==> config.mk <==
export PLATFORM = sky130hd
export DESIGN_NAME = fdk_handler
export DESIGN_NICKNAME = d
export VERILOG_FILES = /design/src/fdk_pkg.sv /design/src/fdk_handler.sv
export SDC_FILE = /design/constraint.sdc
export NUM_CORES = 2
export LEC_CHECK = 0
export BUFFER_PORTS_ARGS = -buffer_cell sky130_fd_sc_hd__buf_4
export CAP_MARGIN = 5
export CORE_ASPECT_RATIO = 0.5
export CORE_MARGIN = 3
export CORE_UTILIZATION = 45
export CTS_BUF_LIST = sky130_fd_sc_hd__clkbuf_16
export CTS_CLUSTER_SIZE = 20
export DETAILED_ROUTE_END_ITERATION = 8
export PLACE_DENSITY = 0.69
export REMOVE_ABC_BUFFERS = 1
export SYNTH_ARGS = -nofsm -noshare
export SYNTH_HDL_FRONTEND = slang
export SYNTH_SLANG_ARGS = --single-unit
==> constraint.sdc <==
create_clock -name pclk -period 3.3 [get_ports pclk]
set_input_delay 0.66 -clock pclk [delete_from_list [all_inputs] [get_ports pclk]]
set_output_delay 0.66 -clock pclk [all_outputs]
set_load 0.005 [all_outputs]
==> src/fdk_pkg.sv <==
package fdk_pkg;
  // ==========================================================
  // apb register map (byte addresses)
  localparam logic [11:0] ADDR_CMD = 12'h000;
  localparam logic [11:0] ADDR_DATA_LO = 12'h004;
  localparam logic [11:0] ADDR_DATA_HI = 12'h008;
  localparam logic [11:0] ADDR_RSP = 12'h00C;
  localparam logic [11:0] ADDR_RSP_LO = 12'h010;
  localparam logic [11:0] ADDR_RSP_HI = 12'h014;
  localparam logic [11:0] ADDR_FAN_PWR = 12'h018;
  localparam logic [11:0] ADDR_BOOT = 12'h01C;
  localparam logic [11:0] ADDR_TACH = 12'h020;
  localparam logic [11:0] ADDR_STATUS = 12'h024;
  localparam logic [6:0] SLOT_PAGE = 7'h02;
  // ==========================================================
  // field positions
  localparam int CMD_LEN_POS = 8;
  localparam int RSP_VLD_POS = 16;
  localparam int BOOT_SAVE_BIT = 0;
  localparam int BOOT_LOAD_BIT = 1;
  localparam int ST_FS_POS = 0;
  localparam int ST_HELD_POS = 8;
  localparam int ST_SHOW_POS = 16;
  // ==========================================================
  // command codes and reply marks
  typedef enum logic [7:0] {
    CMD_LIVE = 8'h15,
    CMD_LCD = 8'h16,
    CMD_KEYMASK = 8'h17,
    CMD_KEYPOLL = 8'h18,
    CMD_FAILSAFE = 8'h19,
    CMD_GLITCH = 8'h1A,
    CMD_FANQUERY = 8'h1B
  } fdk_cmd_type;
  localparam logic [7:0] RSP_ACK_OR = 8'h40;
  localparam logic [7:0] RSP_ERR_OR = 8'hC0;
  // ==========================================================
  // keys and slot encodings
  localparam int key_north_bit = 0;
  localparam int key_accept_bit = 1;
  localparam int key_abort_bit = 2;
  localparam int key_west_bit = 3;
  localparam int key_east_bit = 4;
  localparam int key_south_bit = 5;
  localparam logic [1:0] ITEM_NONE = 2'h0;
  localparam logic [1:0] ITEM_FAN = 2'h1;
  localparam logic [1:0] ITEM_TEMP = 2'h2;
  localparam logic [1:0] SHOW_VALUE = 2'h0;
  localparam logic [1:0] SHOW_ERR = 2'h1;
  localparam logic [1:0] SHOW_SLOW = 2'h2;
  localparam logic [1:0] SHOW_OFF = 2'h3;
  localparam logic [7:0] PWR_FULL = 8'h64;
  localparam logic [6:0] PWM_STEPS = 7'h64;
  // ==========================================================
  // timing
  localparam real CLK_NS = 10.0;
  localparam real GLITCH_COUNT_US = 552.5;
  localparam real TICK_S = 0.125;
  localparam int GLITCH_COUNT_CYC = int'(GLITCH_COUNT_US * 1000.0 / CLK_NS);
  localparam int TICK_CYC = int'(TICK_S * 1.0e9 / CLK_NS);
  // ==========================================================
  // boot-state configuration
  typedef struct packed {
    logic [7:0] slot_en;
    logic [7:0][1:0] slot_kind;
    logic [7:0][4:0] slot_idx;
    logic [7:0][2:0] slot_dig;
    logic [7:0][3:0] slot_col;
    logic [7:0] slot_row;
    logic [7:0][5:0] slot_aux;
    logic [5:0] press_mask;
    logic [5:0] release_mask;
    logic [3:0][7:0] glitch;
  } fdk_cfg_type;
  localparam fdk_cfg_type CFG_RESET = '{
    slot_en: 8'h00, slot_kind: 16'h0000, slot_idx: 40'h00_0000_0000,
    slot_dig: 24'h00_0000, slot_col: 32'h0000_0000, slot_row: 8'h00,
    slot_aux: 48'h0000_0000_0000, press_mask: 6'h3F, release_mask: 6'h3F,
    glitch: 32'h0101_0101};
endpackage : fdk_pkg

==> src/fdk_handler.sv <==
`timescale 1ns/1ps
module fdk_handler
  import fdk_pkg::*;
#(
  parameter logic [16:0] COUNT_CYC = 17'(GLITCH_COUNT_CYC),
  parameter logic [23:0] EIGHTH_CYC = 24'(TICK_CYC)
) (
  input wire logic pclk,
  input wire logic presetn,
  input wire logic psel,
  input wire logic penable,
  input wire logic pwrite,
  input wire logic [11:0] paddr,
  input wire logic [31:0] pwdata,
  output logic [31:0] prdata,
  output logic pready,
  output logic pslverr,
  input wire logic [5:0] key_in,
  input wire logic [3:0] tach_in,
  input wire logic [31:0] temp_crc_err,
  output logic [3:0] fan_drive,
  output logic lcd_wr,
  output logic lcd_ctrl_sel,
  output logic [7:0] lcd_data,
  output logic key_evt_vld,
  output logic [5:0] key_press_evt,
  output logic [5:0] key_release_evt,
  output logic [15:0] slot_show
);

  // ==========================================================
  // state
  typedef struct packed {
    logic [31:0] prdata;
    logic pready;
    logic pslverr;
    logic [7:0] cmd_typ;
    logic [4:0] cmd_len;
    logic [6:0][7:0] cmd_dat;
    logic go;
    logic [7:0] rsp_typ;
    logic [4:0] rsp_len;
    logic [4:0][7:0] rsp_dat;
    logic rsp_vld;
    fdk_cfg_type cfg;
    fdk_cfg_type boot;
    logic [7:0][1:0] show;
    logic [5:0] key_s1;
    logic [5:0] key_s2;
    logic [5:0] key_s3;
    logic [5:0] held;
    logic [5:0] since_pr;
    logic [5:0] since_rl;
    logic evt_vld;
    logic [5:0] evt_pr;
    logic [5:0] evt_rl;
    logic [3:0][7:0] fan_pwr;
    logic [3:0] fs_mask;
    logic [7:0] fs_tmo;
    logic [7:0] fs_cnt;
    logic [3:0] fs_act;
    logic [16:0] sub_cnt;
    logic [6:0] pwm_cnt;
    logic [23:0] tick_cnt;
    logic [1:0] phase;
    logic [3:0] fan_on;
    logic [3:0][7:0] gl_cnt;
    logic [3:0] tach_s1;
    logic [3:0] tach_s2;
    logic [3:0] tach_s3;
    logic [3:0] tach_lvl;
    logic [3:0][7:0] edges;
    logic [3:0][7:0] tach_last;
    logic lcd_wr;
    logic lcd_sel;
    logic [7:0] lcd_dat;
  } fdk_state_type;

  fdk_state_type s_q;
  fdk_state_type s_d;

  function automatic logic [31:0] slot_word(input fdk_cfg_type c, input logic [2:0] k);
    slot_word = {c.slot_en[k], c.slot_kind[k], c.slot_idx[k], 5'h00, c.slot_dig[k],
                 c.slot_col[k], 3'h0, c.slot_row[k], 2'h0, c.slot_aux[k]};
  endfunction : slot_word

  // ==========================================================
  // next state
  always_comb begin
    logic setup;
    logic acc;
    logic cnt_tick;
    logic eighth_tick;
    logic [6:0][7:0] d;
    logic [2:0] sl;
    logic [3:0] shown_fan;
    logic [3:0] forced;
    logic [5:0] agree;
    logic [5:0] nheld;
    logic [5:0] pr;
    logic [5:0] rl;
    logic [3:0] tagree;
    logic [3:0] tlvl;
    logic slot_ok;
    setup = 1'b0;
    acc = 1'b0;
    cnt_tick = 1'b0;
    eighth_tick = 1'b0;
    d = s_q.cmd_dat;
    sl = s_q.cmd_dat[0][2:0];
    shown_fan = 4'h0;
    forced = 4'h0;
    slot_ok = 1'b0;
    agree = ~(s_q.key_s2 ^ s_q.key_s3);
    nheld = (agree & s_q.key_s3) | (~agree & s_q.held);
    pr = nheld & ~s_q.held;
    rl = s_q.held & ~nheld;
    tagree = ~(s_q.tach_s2 ^ s_q.tach_s3);
    tlvl = (tagree & s_q.tach_s3) | (~tagree & s_q.tach_lvl);
    s_d = s_q;
    s_d.go = 1'b0;
    s_d.lcd_wr = 1'b0;
    s_d.evt_vld = 1'b0;

    // apb: zero wait states, answer in the access cycle
    setup = psel & ~penable;
    acc = psel & penable & s_q.pready;
    s_d.pready = setup;
    // error flag stands only in the access cycle, like pready
    s_d.pslverr = 1'b0;
    if (setup) begin
      s_d.pslverr = 1'b0;
      s_d.prdata = 32'h0000_0000;
      if (paddr[11:5] == SLOT_PAGE && paddr[1:0] == 2'h0) begin
        if (!pwrite) begin
          s_d.prdata = slot_word(s_q.cfg, paddr[4:2]);
        end
      end else begin
        unique case (paddr)
          ADDR_CMD: s_d.prdata = {19'h0_0000, s_q.cmd_len, s_q.cmd_typ};
          ADDR_DATA_LO: s_d.prdata = s_q.cmd_dat[3:0];
          ADDR_DATA_HI: s_d.prdata = {8'h00, s_q.cmd_dat[6:4]};
          ADDR_RSP: s_d.prdata = {15'h0000, s_q.rsp_vld, 3'h0, s_q.rsp_len, s_q.rsp_typ};
          ADDR_RSP_LO: s_d.prdata = s_q.rsp_dat[3:0];
          ADDR_RSP_HI: s_d.prdata = {24'h00_0000, s_q.rsp_dat[4]};
          ADDR_FAN_PWR: s_d.prdata = s_q.fan_pwr;
          ADDR_BOOT: s_d.prdata = 32'h0000_0000;
          ADDR_TACH: s_d.prdata = s_q.tach_last;
          ADDR_STATUS: s_d.prdata = {s_q.show, 2'h0, s_q.held, 4'h0, s_q.fs_act};
          default: s_d.pslverr = 1'b1;
        endcase
        if (pwrite) begin
          s_d.prdata = 32'h0000_0000;
        end
      end
    end
    if (acc && pwrite && !s_q.pslverr) begin
      unique case (paddr)
        ADDR_CMD: begin
          s_d.cmd_typ = pwdata[7:0];
          s_d.cmd_len = pwdata[CMD_LEN_POS+:5];
          s_d.go = 1'b1;
        end
        ADDR_DATA_LO: s_d.cmd_dat[3:0] = pwdata;
        ADDR_DATA_HI: s_d.cmd_dat[6:4] = pwdata[23:0];
        ADDR_FAN_PWR: begin
          for (int f = 0; f < 4; f++) begin
            s_d.fan_pwr[f] = (pwdata[8*f+:8] > PWR_FULL) ? PWR_FULL : pwdata[8*f+:8];
          end
          // renewed fan power restarts the fail-safe watch
          s_d.fs_cnt = s_q.fs_tmo;
          s_d.fs_act = 4'h0;
        end
        ADDR_BOOT: begin
          if (pwdata[BOOT_SAVE_BIT]) begin
            s_d.boot = s_q.cfg;
          end
          if (pwdata[BOOT_LOAD_BIT]) begin
            s_d.cfg = s_q.boot;
          end
        end
        default: begin
        end
      endcase
    end
    if (acc && !pwrite && paddr == ADDR_RSP) begin
      s_d.rsp_vld = 1'b0;
    end

    // keypad: three-stage sync, a change counts when stages two and three agree
    s_d.key_s1 = key_in;
    s_d.key_s2 = s_q.key_s1;
    s_d.key_s3 = s_q.key_s2;
    s_d.held = nheld;
    s_d.evt_pr = pr & s_q.cfg.press_mask;
    s_d.evt_rl = rl & s_q.cfg.release_mask;
    s_d.evt_vld = |((pr & s_q.cfg.press_mask) | (rl & s_q.cfg.release_mask));

    // command execution, a cycle after the launch write
    if (s_q.go) begin
      s_d.rsp_typ = s_q.cmd_typ | RSP_ERR_OR;
      s_d.rsp_len = 5'h00;
      s_d.rsp_dat = 40'h00_0000_0000;
      s_d.rsp_vld = 1'b1;
      case (s_q.cmd_typ)
        CMD_LIVE: begin
          if (s_q.cmd_len == 5'h02 && d[0] < 8'h08 && d[1] == 8'h00) begin
            s_d.cfg.slot_en[sl] = 1'b0;
            s_d.cfg.slot_kind[sl] = ITEM_NONE;
            s_d.rsp_typ = s_q.cmd_typ | RSP_ACK_OR;
          end else if (s_q.cmd_len == 5'h07 && d[0] < 8'h08) begin
            // fan: 4 or 5 digits, 1 to 32 pulses; temperature: 3 or 5 digits, units 0/1
            slot_ok = (d[1] == 8'h01 && (d[3] == 8'h04 || d[3] == 8'h05) && d[6] >= 8'h01 &&
                       d[6] <= 8'h20) ||
                      (d[1] == 8'h02 && (d[3] == 8'h03 || d[3] == 8'h05) && d[6] <= 8'h01);
            if (slot_ok) begin
              s_d.cfg.slot_en[sl] = 1'b1;
              s_d.cfg.slot_kind[sl] = d[1][1:0];
              s_d.cfg.slot_idx[sl] = d[2][4:0];
              s_d.cfg.slot_dig[sl] = d[3][2:0];
              s_d.cfg.slot_col[sl] = d[4][3:0];
              s_d.cfg.slot_row[sl] = d[5][0];
              s_d.cfg.slot_aux[sl] = d[6][5:0];
              s_d.rsp_typ = s_q.cmd_typ | RSP_ACK_OR;
            end
          end
        end
        CMD_LCD: begin
          if (s_q.cmd_len == 5'h02 && d[0] < 8'h02) begin
            s_d.lcd_wr = 1'b1;
            s_d.lcd_sel = d[0][0];
            s_d.lcd_dat = d[1];
            s_d.rsp_typ = s_q.cmd_typ | RSP_ACK_OR;
          end
        end
        CMD_KEYMASK: begin
          if (s_q.cmd_len == 5'h02) begin
            s_d.cfg.press_mask = d[0][5:0];
            s_d.cfg.release_mask = d[1][5:0];
            s_d.rsp_typ = s_q.cmd_typ | RSP_ACK_OR;
          end
        end
        CMD_KEYPOLL: begin
          if (s_q.cmd_len == 5'h00) begin
            // unmasked view; events landing this very cycle go to the next poll
            s_d.rsp_dat[0] = {2'h0, s_q.held};
            s_d.rsp_dat[1] = {2'h0, s_q.since_pr};
            s_d.rsp_dat[2] = {2'h0, s_q.since_rl};
            s_d.rsp_len = 5'h03;
            s_d.since_pr = 6'h00;
            s_d.since_rl = 6'h00;
            s_d.rsp_typ = s_q.cmd_typ | RSP_ACK_OR;
          end
        end
        CMD_FAILSAFE: begin
          if (s_q.cmd_len == 5'h02) begin
            s_d.fs_mask = d[0][3:0];
            s_d.fs_tmo = d[1];
            s_d.fs_cnt = d[1];
            s_d.fs_act = 4'h0;
            s_d.rsp_typ = s_q.cmd_typ | RSP_ACK_OR;
          end
        end
        CMD_GLITCH: begin
          if (s_q.cmd_len == 5'h04) begin
            s_d.cfg.glitch = d[3:0];
            s_d.rsp_typ = s_q.cmd_typ | RSP_ACK_OR;
          end
        end
        CMD_FANQUERY: begin
          if (s_q.cmd_len == 5'h00) begin
            s_d.rsp_dat[3:0] = s_q.fan_pwr;
            s_d.rsp_dat[4] = {4'h0, s_q.fs_mask};
            s_d.rsp_len = 5'h05;
            s_d.rsp_typ = s_q.cmd_typ | RSP_ACK_OR;
          end
        end
        default: begin
        end
      endcase
    end
    // sticky poll flags: a new event beats the poll clear
    s_d.since_pr = s_d.since_pr | pr;
    s_d.since_rl = s_d.since_rl | rl;

    // time base: 100 glitch counts make one pwm period
    cnt_tick = (s_q.sub_cnt == COUNT_CYC - 17'h0_0001);
    s_d.sub_cnt = cnt_tick ? 17'h0_0000 : s_q.sub_cnt + 17'h0_0001;
    if (cnt_tick) begin
      s_d.pwm_cnt = (s_q.pwm_cnt == PWM_STEPS - 7'h01) ? 7'h00 : s_q.pwm_cnt + 7'h01;
    end
    eighth_tick = (s_q.tick_cnt == EIGHTH_CYC - 24'h00_0001);
    s_d.tick_cnt = eighth_tick ? 24'h00_0000 : s_q.tick_cnt + 24'h00_0001;
    if (eighth_tick) begin
      s_d.phase = s_q.phase + 2'h1;
      // timeout 0 leaves the watch disarmed
      if (s_q.fs_cnt == 8'h01) begin
        s_d.fs_act = s_q.fs_mask;
      end
      if (s_q.fs_cnt != 8'h00) begin
        s_d.fs_cnt = s_q.fs_cnt - 8'h01;
      end
    end

    // fans shown by an enabled slot get a full-power measuring window
    for (int k = 0; k < 8; k++) begin
      if (s_q.cfg.slot_en[k] && s_q.cfg.slot_kind[k] == ITEM_FAN) begin
        shown_fan[s_q.cfg.slot_idx[k][1:0]] = 1'b1;
      end
    end
    forced = (s_q.phase == 2'h0) ? shown_fan : 4'h0;

    s_d.tach_s1 = tach_in;
    s_d.tach_s2 = s_q.tach_s1;
    s_d.tach_s3 = s_q.tach_s2;
    s_d.tach_lvl = tlvl;
    for (int f = 0; f < 4; f++) begin
      s_d.fan_on[f] = s_q.fs_act[f] | forced[f] | ({1'b0, s_q.pwm_cnt} < s_q.fan_pwr[f]);
      if (s_d.fan_on[f] && !s_q.fan_on[f]) begin
        s_d.gl_cnt[f] = s_q.cfg.glitch[f];
      end else if (cnt_tick && s_q.gl_cnt[f] != 8'h00) begin
        s_d.gl_cnt[f] = s_q.gl_cnt[f] - 8'h01;
      end
      // edges count only on a powered fan past its blanking time
      if (tlvl[f] && !s_q.tach_lvl[f] && s_q.fan_on[f] && s_q.gl_cnt[f] == 8'h00 &&
          s_q.edges[f] != 8'hFF) begin
        s_d.edges[f] = s_q.edges[f] + 8'h01;
      end
      if (eighth_tick && s_q.phase == 2'h3) begin
        s_d.tach_last[f] = s_q.edges[f];
        s_d.edges[f] = 8'h00;
      end
    end

    // what each slot shows
    for (int k = 0; k < 8; k++) begin
      if (!s_q.cfg.slot_en[k] || s_q.cfg.slot_kind[k] == ITEM_NONE) begin
        s_d.show[k] = SHOW_OFF;
      end else if (s_q.cfg.slot_kind[k] == ITEM_FAN) begin
        s_d.show[k] = (s_q.tach_last[s_q.cfg.slot_idx[k][1:0]] == 8'h00) ? SHOW_SLOW : SHOW_VALUE;
      end else begin
        s_d.show[k] = temp_crc_err[s_q.cfg.slot_idx[k]] ? SHOW_ERR : SHOW_VALUE;
      end
    end
  end

  // ==========================================================
  // registers
  always_ff @(posedge pclk or negedge presetn) begin
    if (!presetn) begin
      s_q <= '0;
      s_q.cfg <= CFG_RESET;
      s_q.boot <= CFG_RESET;
      s_q.show <= 16'hFFFF;
    end else begin
      s_q <= s_d;
    end
  end

  // ==========================================================
  // outputs
  assign prdata = s_q.prdata;
  assign pready = s_q.pready;
  assign pslverr = s_q.pslverr;
  assign fan_drive = s_q.fan_on;
  assign lcd_wr = s_q.lcd_wr;
  assign lcd_ctrl_sel = s_q.lcd_sel;
  assign lcd_data = s_q.lcd_dat;
  assign key_evt_vld = s_q.evt_vld;
  assign key_press_evt = s_q.evt_pr;
  assign key_release_evt = s_q.evt_rl;
  assign slot_show = s_q.show;

endmodule : fdk_handler

# == Word level (Yosys, flattened, before mapping) ==
# Cells that the tools add are included.
# totals
ff_bits,895
input_bits,91
out_inout_bits,77
word_cells,635
# op_classes
addsub,13
magnitude_cmp,40
eq_ne,42
muxes,195
bitwise_logic,45
reduce_logical,134
# op_table
cell,count
$mux 440,2
$mux 176,3
$mux 220,2
$pmux 32 s9,1
$mux 8,35
$mux 221,1
$mux 32,5
$mux 152,1
$mux 12,11
$bmux 8 s2,8
$logic_not 8->1,13
$eq 8x5->1 const B,7
$logic_and 1x1->1,56
$mux 53,1
$mux 2,26
$bwmux 48,1
$eq 12x5->1 const B,4
$lt 5x6->1 const B,8
$mux 24,2
$mux 4,12
$pmux 24 s2,1
$pmux 8 s6,1
$bmux 1 s5,8
$bwmux 40,1
other kinds (88),259

# == Depth between registers and ports, before layout ==
# depth
depth_word,24
mapped_depth,9
depth_no_buf,8

# == Worst setup path after synthesis ==
# Ideal clock, no wire load.
# synth_path
path_kind,input to register
startpoint,input port paddr[5]
endpoint,register s_q[793] in the netlist's numbering
setup_ps,125
arrival_time_ps,2683
t_required_ps,3175
slack_ps,492
cell_stages,8
path_buffers,4
path_cell_list,clkbuf_1 > nor4_1 > and2_1 > clkbuf_1 > and3_1 > clkbuf_1 > buf_2 > mux2_2
# synth_between
elab_chain_len,2
# synth_rtl
item,line,text
from (decl),fdk_handler.sv:13,"input wire logic [11:0] paddr,"
$eq 12x3->1,fdk_handler.sv:158,unique case (paddr)
$reduce_and 2->1 (no source line),n/a,
to (decl),fdk_handler.sv:79,fdk_state_type s_q;
# No other way between the ends.
# A chain may end at the register's enable or synchronous reset.

==> metrics.txt <==
status completed; routability cong. just over 1; Slew headroom 0.221; DRT Pass-1 Iters 6; Die ar. between 0.1 and 0.15 mm^2; Startpoint Class flip-flop; DP HPWL 96300 um; Placeable Area about 0.096 mm^2; num rows 80; crit-path cells nor4_1 -> buf_4 -> nand3_1 -> or4_1 -> or3_1 -> buf_4 -> nor2_1 -> a21oi_1; Clock Latency Late Sink 0.69 ns; Placed Cells 5200; Sink Count approximately 890; CP max-delay cell or4_1; Total GRT Usage 0.266; share of cells above drive strength 1 0.259; Worst IR Drop VDD 0.000354 V; hold_ws about 0.082 ns; Ys Warns 0; port bufs about 170; syn avg cell area roughly 11 um^2; Tot Pwr roughly 22 mW; Fin. Hold Viols 0; most frequent CP cell buf_4; initial antenna violation count 6; DIE WIDTH approximately 450 um; post-synthesis sequential element count approximately 890; Setup Skew ~0.02 ns; vias in the first global route 32500; Hold Path Class primary input to flip-flop; Power Dens Cells approximately 430 mW/mm^2; Leak ~24 nW; Mapped Cells 3867; Final nets roughly 4000; max cap viols 0; via count about 32000; pin count of the biggest net entering global routing 96; max-slew violation count 0; Root Driver clkbuf_16; fill count 8337; final worst path period need 3.11 ns; CP Data Required Time between 3 and 4 ns; Area Overhead vs Synth 13.2%; drc violations 0; num ports 168; number of synthesized flops with an enable pin 0; first-pass GRT wire length 206000 um; FMAX approximately 320 MHz; Vias/cell 6.06; Initial DRC Count approximately 4000; Seq/Total Area, Yosys 0.505; Worst Setup End Kind flip-flop; CP Class flip-flop to flip-flop; CTS tree done; endpoints failing setup 0; RSZ-0062 raised after global routing false; H-tree Lvls 3; Yosys cell types slightly above 80; fin util 0.519; synthesized cell area between 0.04 and 0.05 mm^2; wire per inst roughly 26 um; Chip Height 228 um; cell family with most CP delay simple AND/OR/NAND/NOR gates; CTS Buffer Depth 3; peak per-stage delay on the critical path about 0.70 ns; Async SR Flop Fraction 1.00; Tcrit/Tclk final 0.943; total negative slack 0 ns; Slew @ Worst Pin around 1.2 ns; worst path bufs/invs 2; crit path max fanout 38; Top FF cell, synth dfrtp_1; gr ovfl total 0; setup bufs post-CTS 0; Final ANT Viol Nets 0; clock slew at reported path FFs around 0.06 ns; Initial Util 0.459; DRT Wirelength approximately 140000 um; Post-Layout Cell Count 5353; CP Data Arrival Time about 3.6 ns; Num CTS Buffers between 80 and 90
## flip-flops by register name, indices dropped and copies added, names as in the netlist
register         count
s_q                792
key_evt_vld          1
lcd_wr               1
lcd_ctrl_sel         1
s_d                 20
prdata              32
lcd_data             8
key_release_evt      6
fan_drive            4
pslverr              1
slot_show           16
pready               1
key_press_evt        6
## layout by cell type (no fill, tap or decap), types with 27 or more instances in the layout
cell type	count
xnor2_1	51
o21ai_0	127
mux2i_1	282
nor4_1	33
nor2_1	365
ha_1	45
mux4_2	117
inv_1	125
o22ai_1	35
clkbuf_16	84
a22oi_1	43
and3_1	27
mux2_2	386
nor3_1	48
dfstp_2	48
buf_12	30
nand3_1	110
nand4_1	28
nand2_1	204
buf_4	317
a21oi_1	269
dfrtp_1	840
xor2_1	43
## worst reg2reg max path, cell delays in order (launching register included)
cell and delay [ns]:
dfrtp_1 0.50, nor4_1 0.37, buf_4 0.20, nand3_1 0.11, or4_1 0.70, or3_1 0.52, buf_4 0.33, nor2_1 0.17
a21oi_1 0.07
## what timing repair did
action / CTS / global route
endpoints found under the hold margin: 15 / 0
hold buffers: 1 / 0
setup endpoints to repair: 0 / 8
resized for setup: 0 / 1
## path summary, 6_finish.rpt
| kind | startpoint | endpoint | slack [ns] | cells after the start |
|---|---|---|---|---|
| worst max-delay path | s_q[797] | s_q[700] | 0.19 | 8 |
| worst min-delay path | key_in[4] | s_d[273] | 0.08 | 1 |
| worst max register to register | s_q[797] | s_q[700] | 0.19 | 8 |
| worst min register to register | s_d[269] | s_d[263] | 0.35 | 0 |
| max in group asynchronous | presetn | s_q[406] | 1.65 | 3 |
| min in group asynchronous | presetn | s_d[273] | 0.55 | 2 |
## cell type report
| class | instances | area (um^2) | share of cell area |
|---|---|---|---|
| Sequential cell | 889 | 22300 | 0.446 |
| Multi-Input combinational cell | 2545 | 19900 | 0.398 |
| Timing Repair Buffer | 349 | 3010 | 0.0601 |
| Clock buffer | 84 | 2100 | 0.0421 |
| Tap cell | 1312 | 1640 | 0.0328 |
| Clock inverter | 66 | 634 | 0.0127 |
| Inverter | 106 | 398 | 0.00796 |
| Antenna cell | 2 | 5.00 | 0.000100 |
## power breakdown
group	switching (mW)	internal (mW)	leakage [nW]
clock	4.33	5.58	1.41
combinational	0.547	0.286	12.0
sequential	0.0456	10.9	10.7
## synth_stat cells, types with 5 or more instances
cell | count | area (um^2)
buf_4 | 72 | 541
a31oi_1 | 25 | 156
xor2_1 | 43 | 377
a22o_1 | 23 | 201
mux4_2 | 117 | 2640
a22oi_1 | 43 | 323
xnor2_1 | 51 | 447
nor3b_1 | 14 | 105
nand4_1 | 28 | 175
o2bb2ai_1 | 10 | 87.6
nor2b_1 | 6 | 37.5
o211a_1 | 5 | 50.1
ha_1 | 45 | 563
buf_2 | 39 | 195
dfrtp_1 | 841 | 21000
o211ai_1 | 12 | 90.1
nand4b_1 | 16 | 140
o21ai_0 | 127 | 636
mux2i_1 | 282 | 2820
a222oi_1 | 5 | 50.1
nand3b_1 | 20 | 150
mux2_2 | 386 | 4350
o2111ai_1 | 5 | 43.8
a311oi_1 | 11 | 96.3
nand2_1 | 204 | 766
buf_6 | 12 | 135
dfstp_2 | 48 | 1260
nand3_1 | 110 | 551
a21oi_1 | 269 | 1350
and3b_1 | 8 | 70.1
or4_1 | 5 | 37.5
clkbuf_1 | 169 | 634
nor4_1 | 36 | 225
o22ai_1 | 35 | 219
and3_1 | 28 | 175
and2_1 | 18 | 113
a21o_1 | 19 | 143
a221oi_1 | 17 | 149
or3_1 | 22 | 138
nand2b_1 | 13 | 81.3
nor3_1 | 51 | 255
buf_1 | 35 | 131
inv_1 | 105 | 394
nor2_1 | 366 | 1370
## cell families after synthesis
family,count (synthesis),share of synthesized area
and+or+nand+nor,978,0.107
AOI/OAI and AO/OA,639,0.0878
buffers and inverters,433,0.0461
xor gates and xnor gates,94,0.0186
DFF,889,0.505
muxes,785,0.222
adders and majority gates,49,0.0137
## routing by layer
metal | vias up | GRT usage | wire [um]
met3 | 348 | 0.0542 | 11400
met4 | 2 | 0.122 | 6820
li1 | 14100 | - | -
met5 | - | 0 | 12
met1 | 16600 | 0.359 | 56800
met2 | 1388 | 0.417 | 61800
## per-stage QoR
stage          setup slack (ns)  cell area [um^2]
4_1_cts                  0.0782             50000
3_3_place_gp              0.162             47200
3_5_place_dp              0.114             47200
6_report                  0.189             50000
5_1_grt                   0.169             50000
2_1_floorplan             -9.42             42500
(Power assumes the default switching activity.)
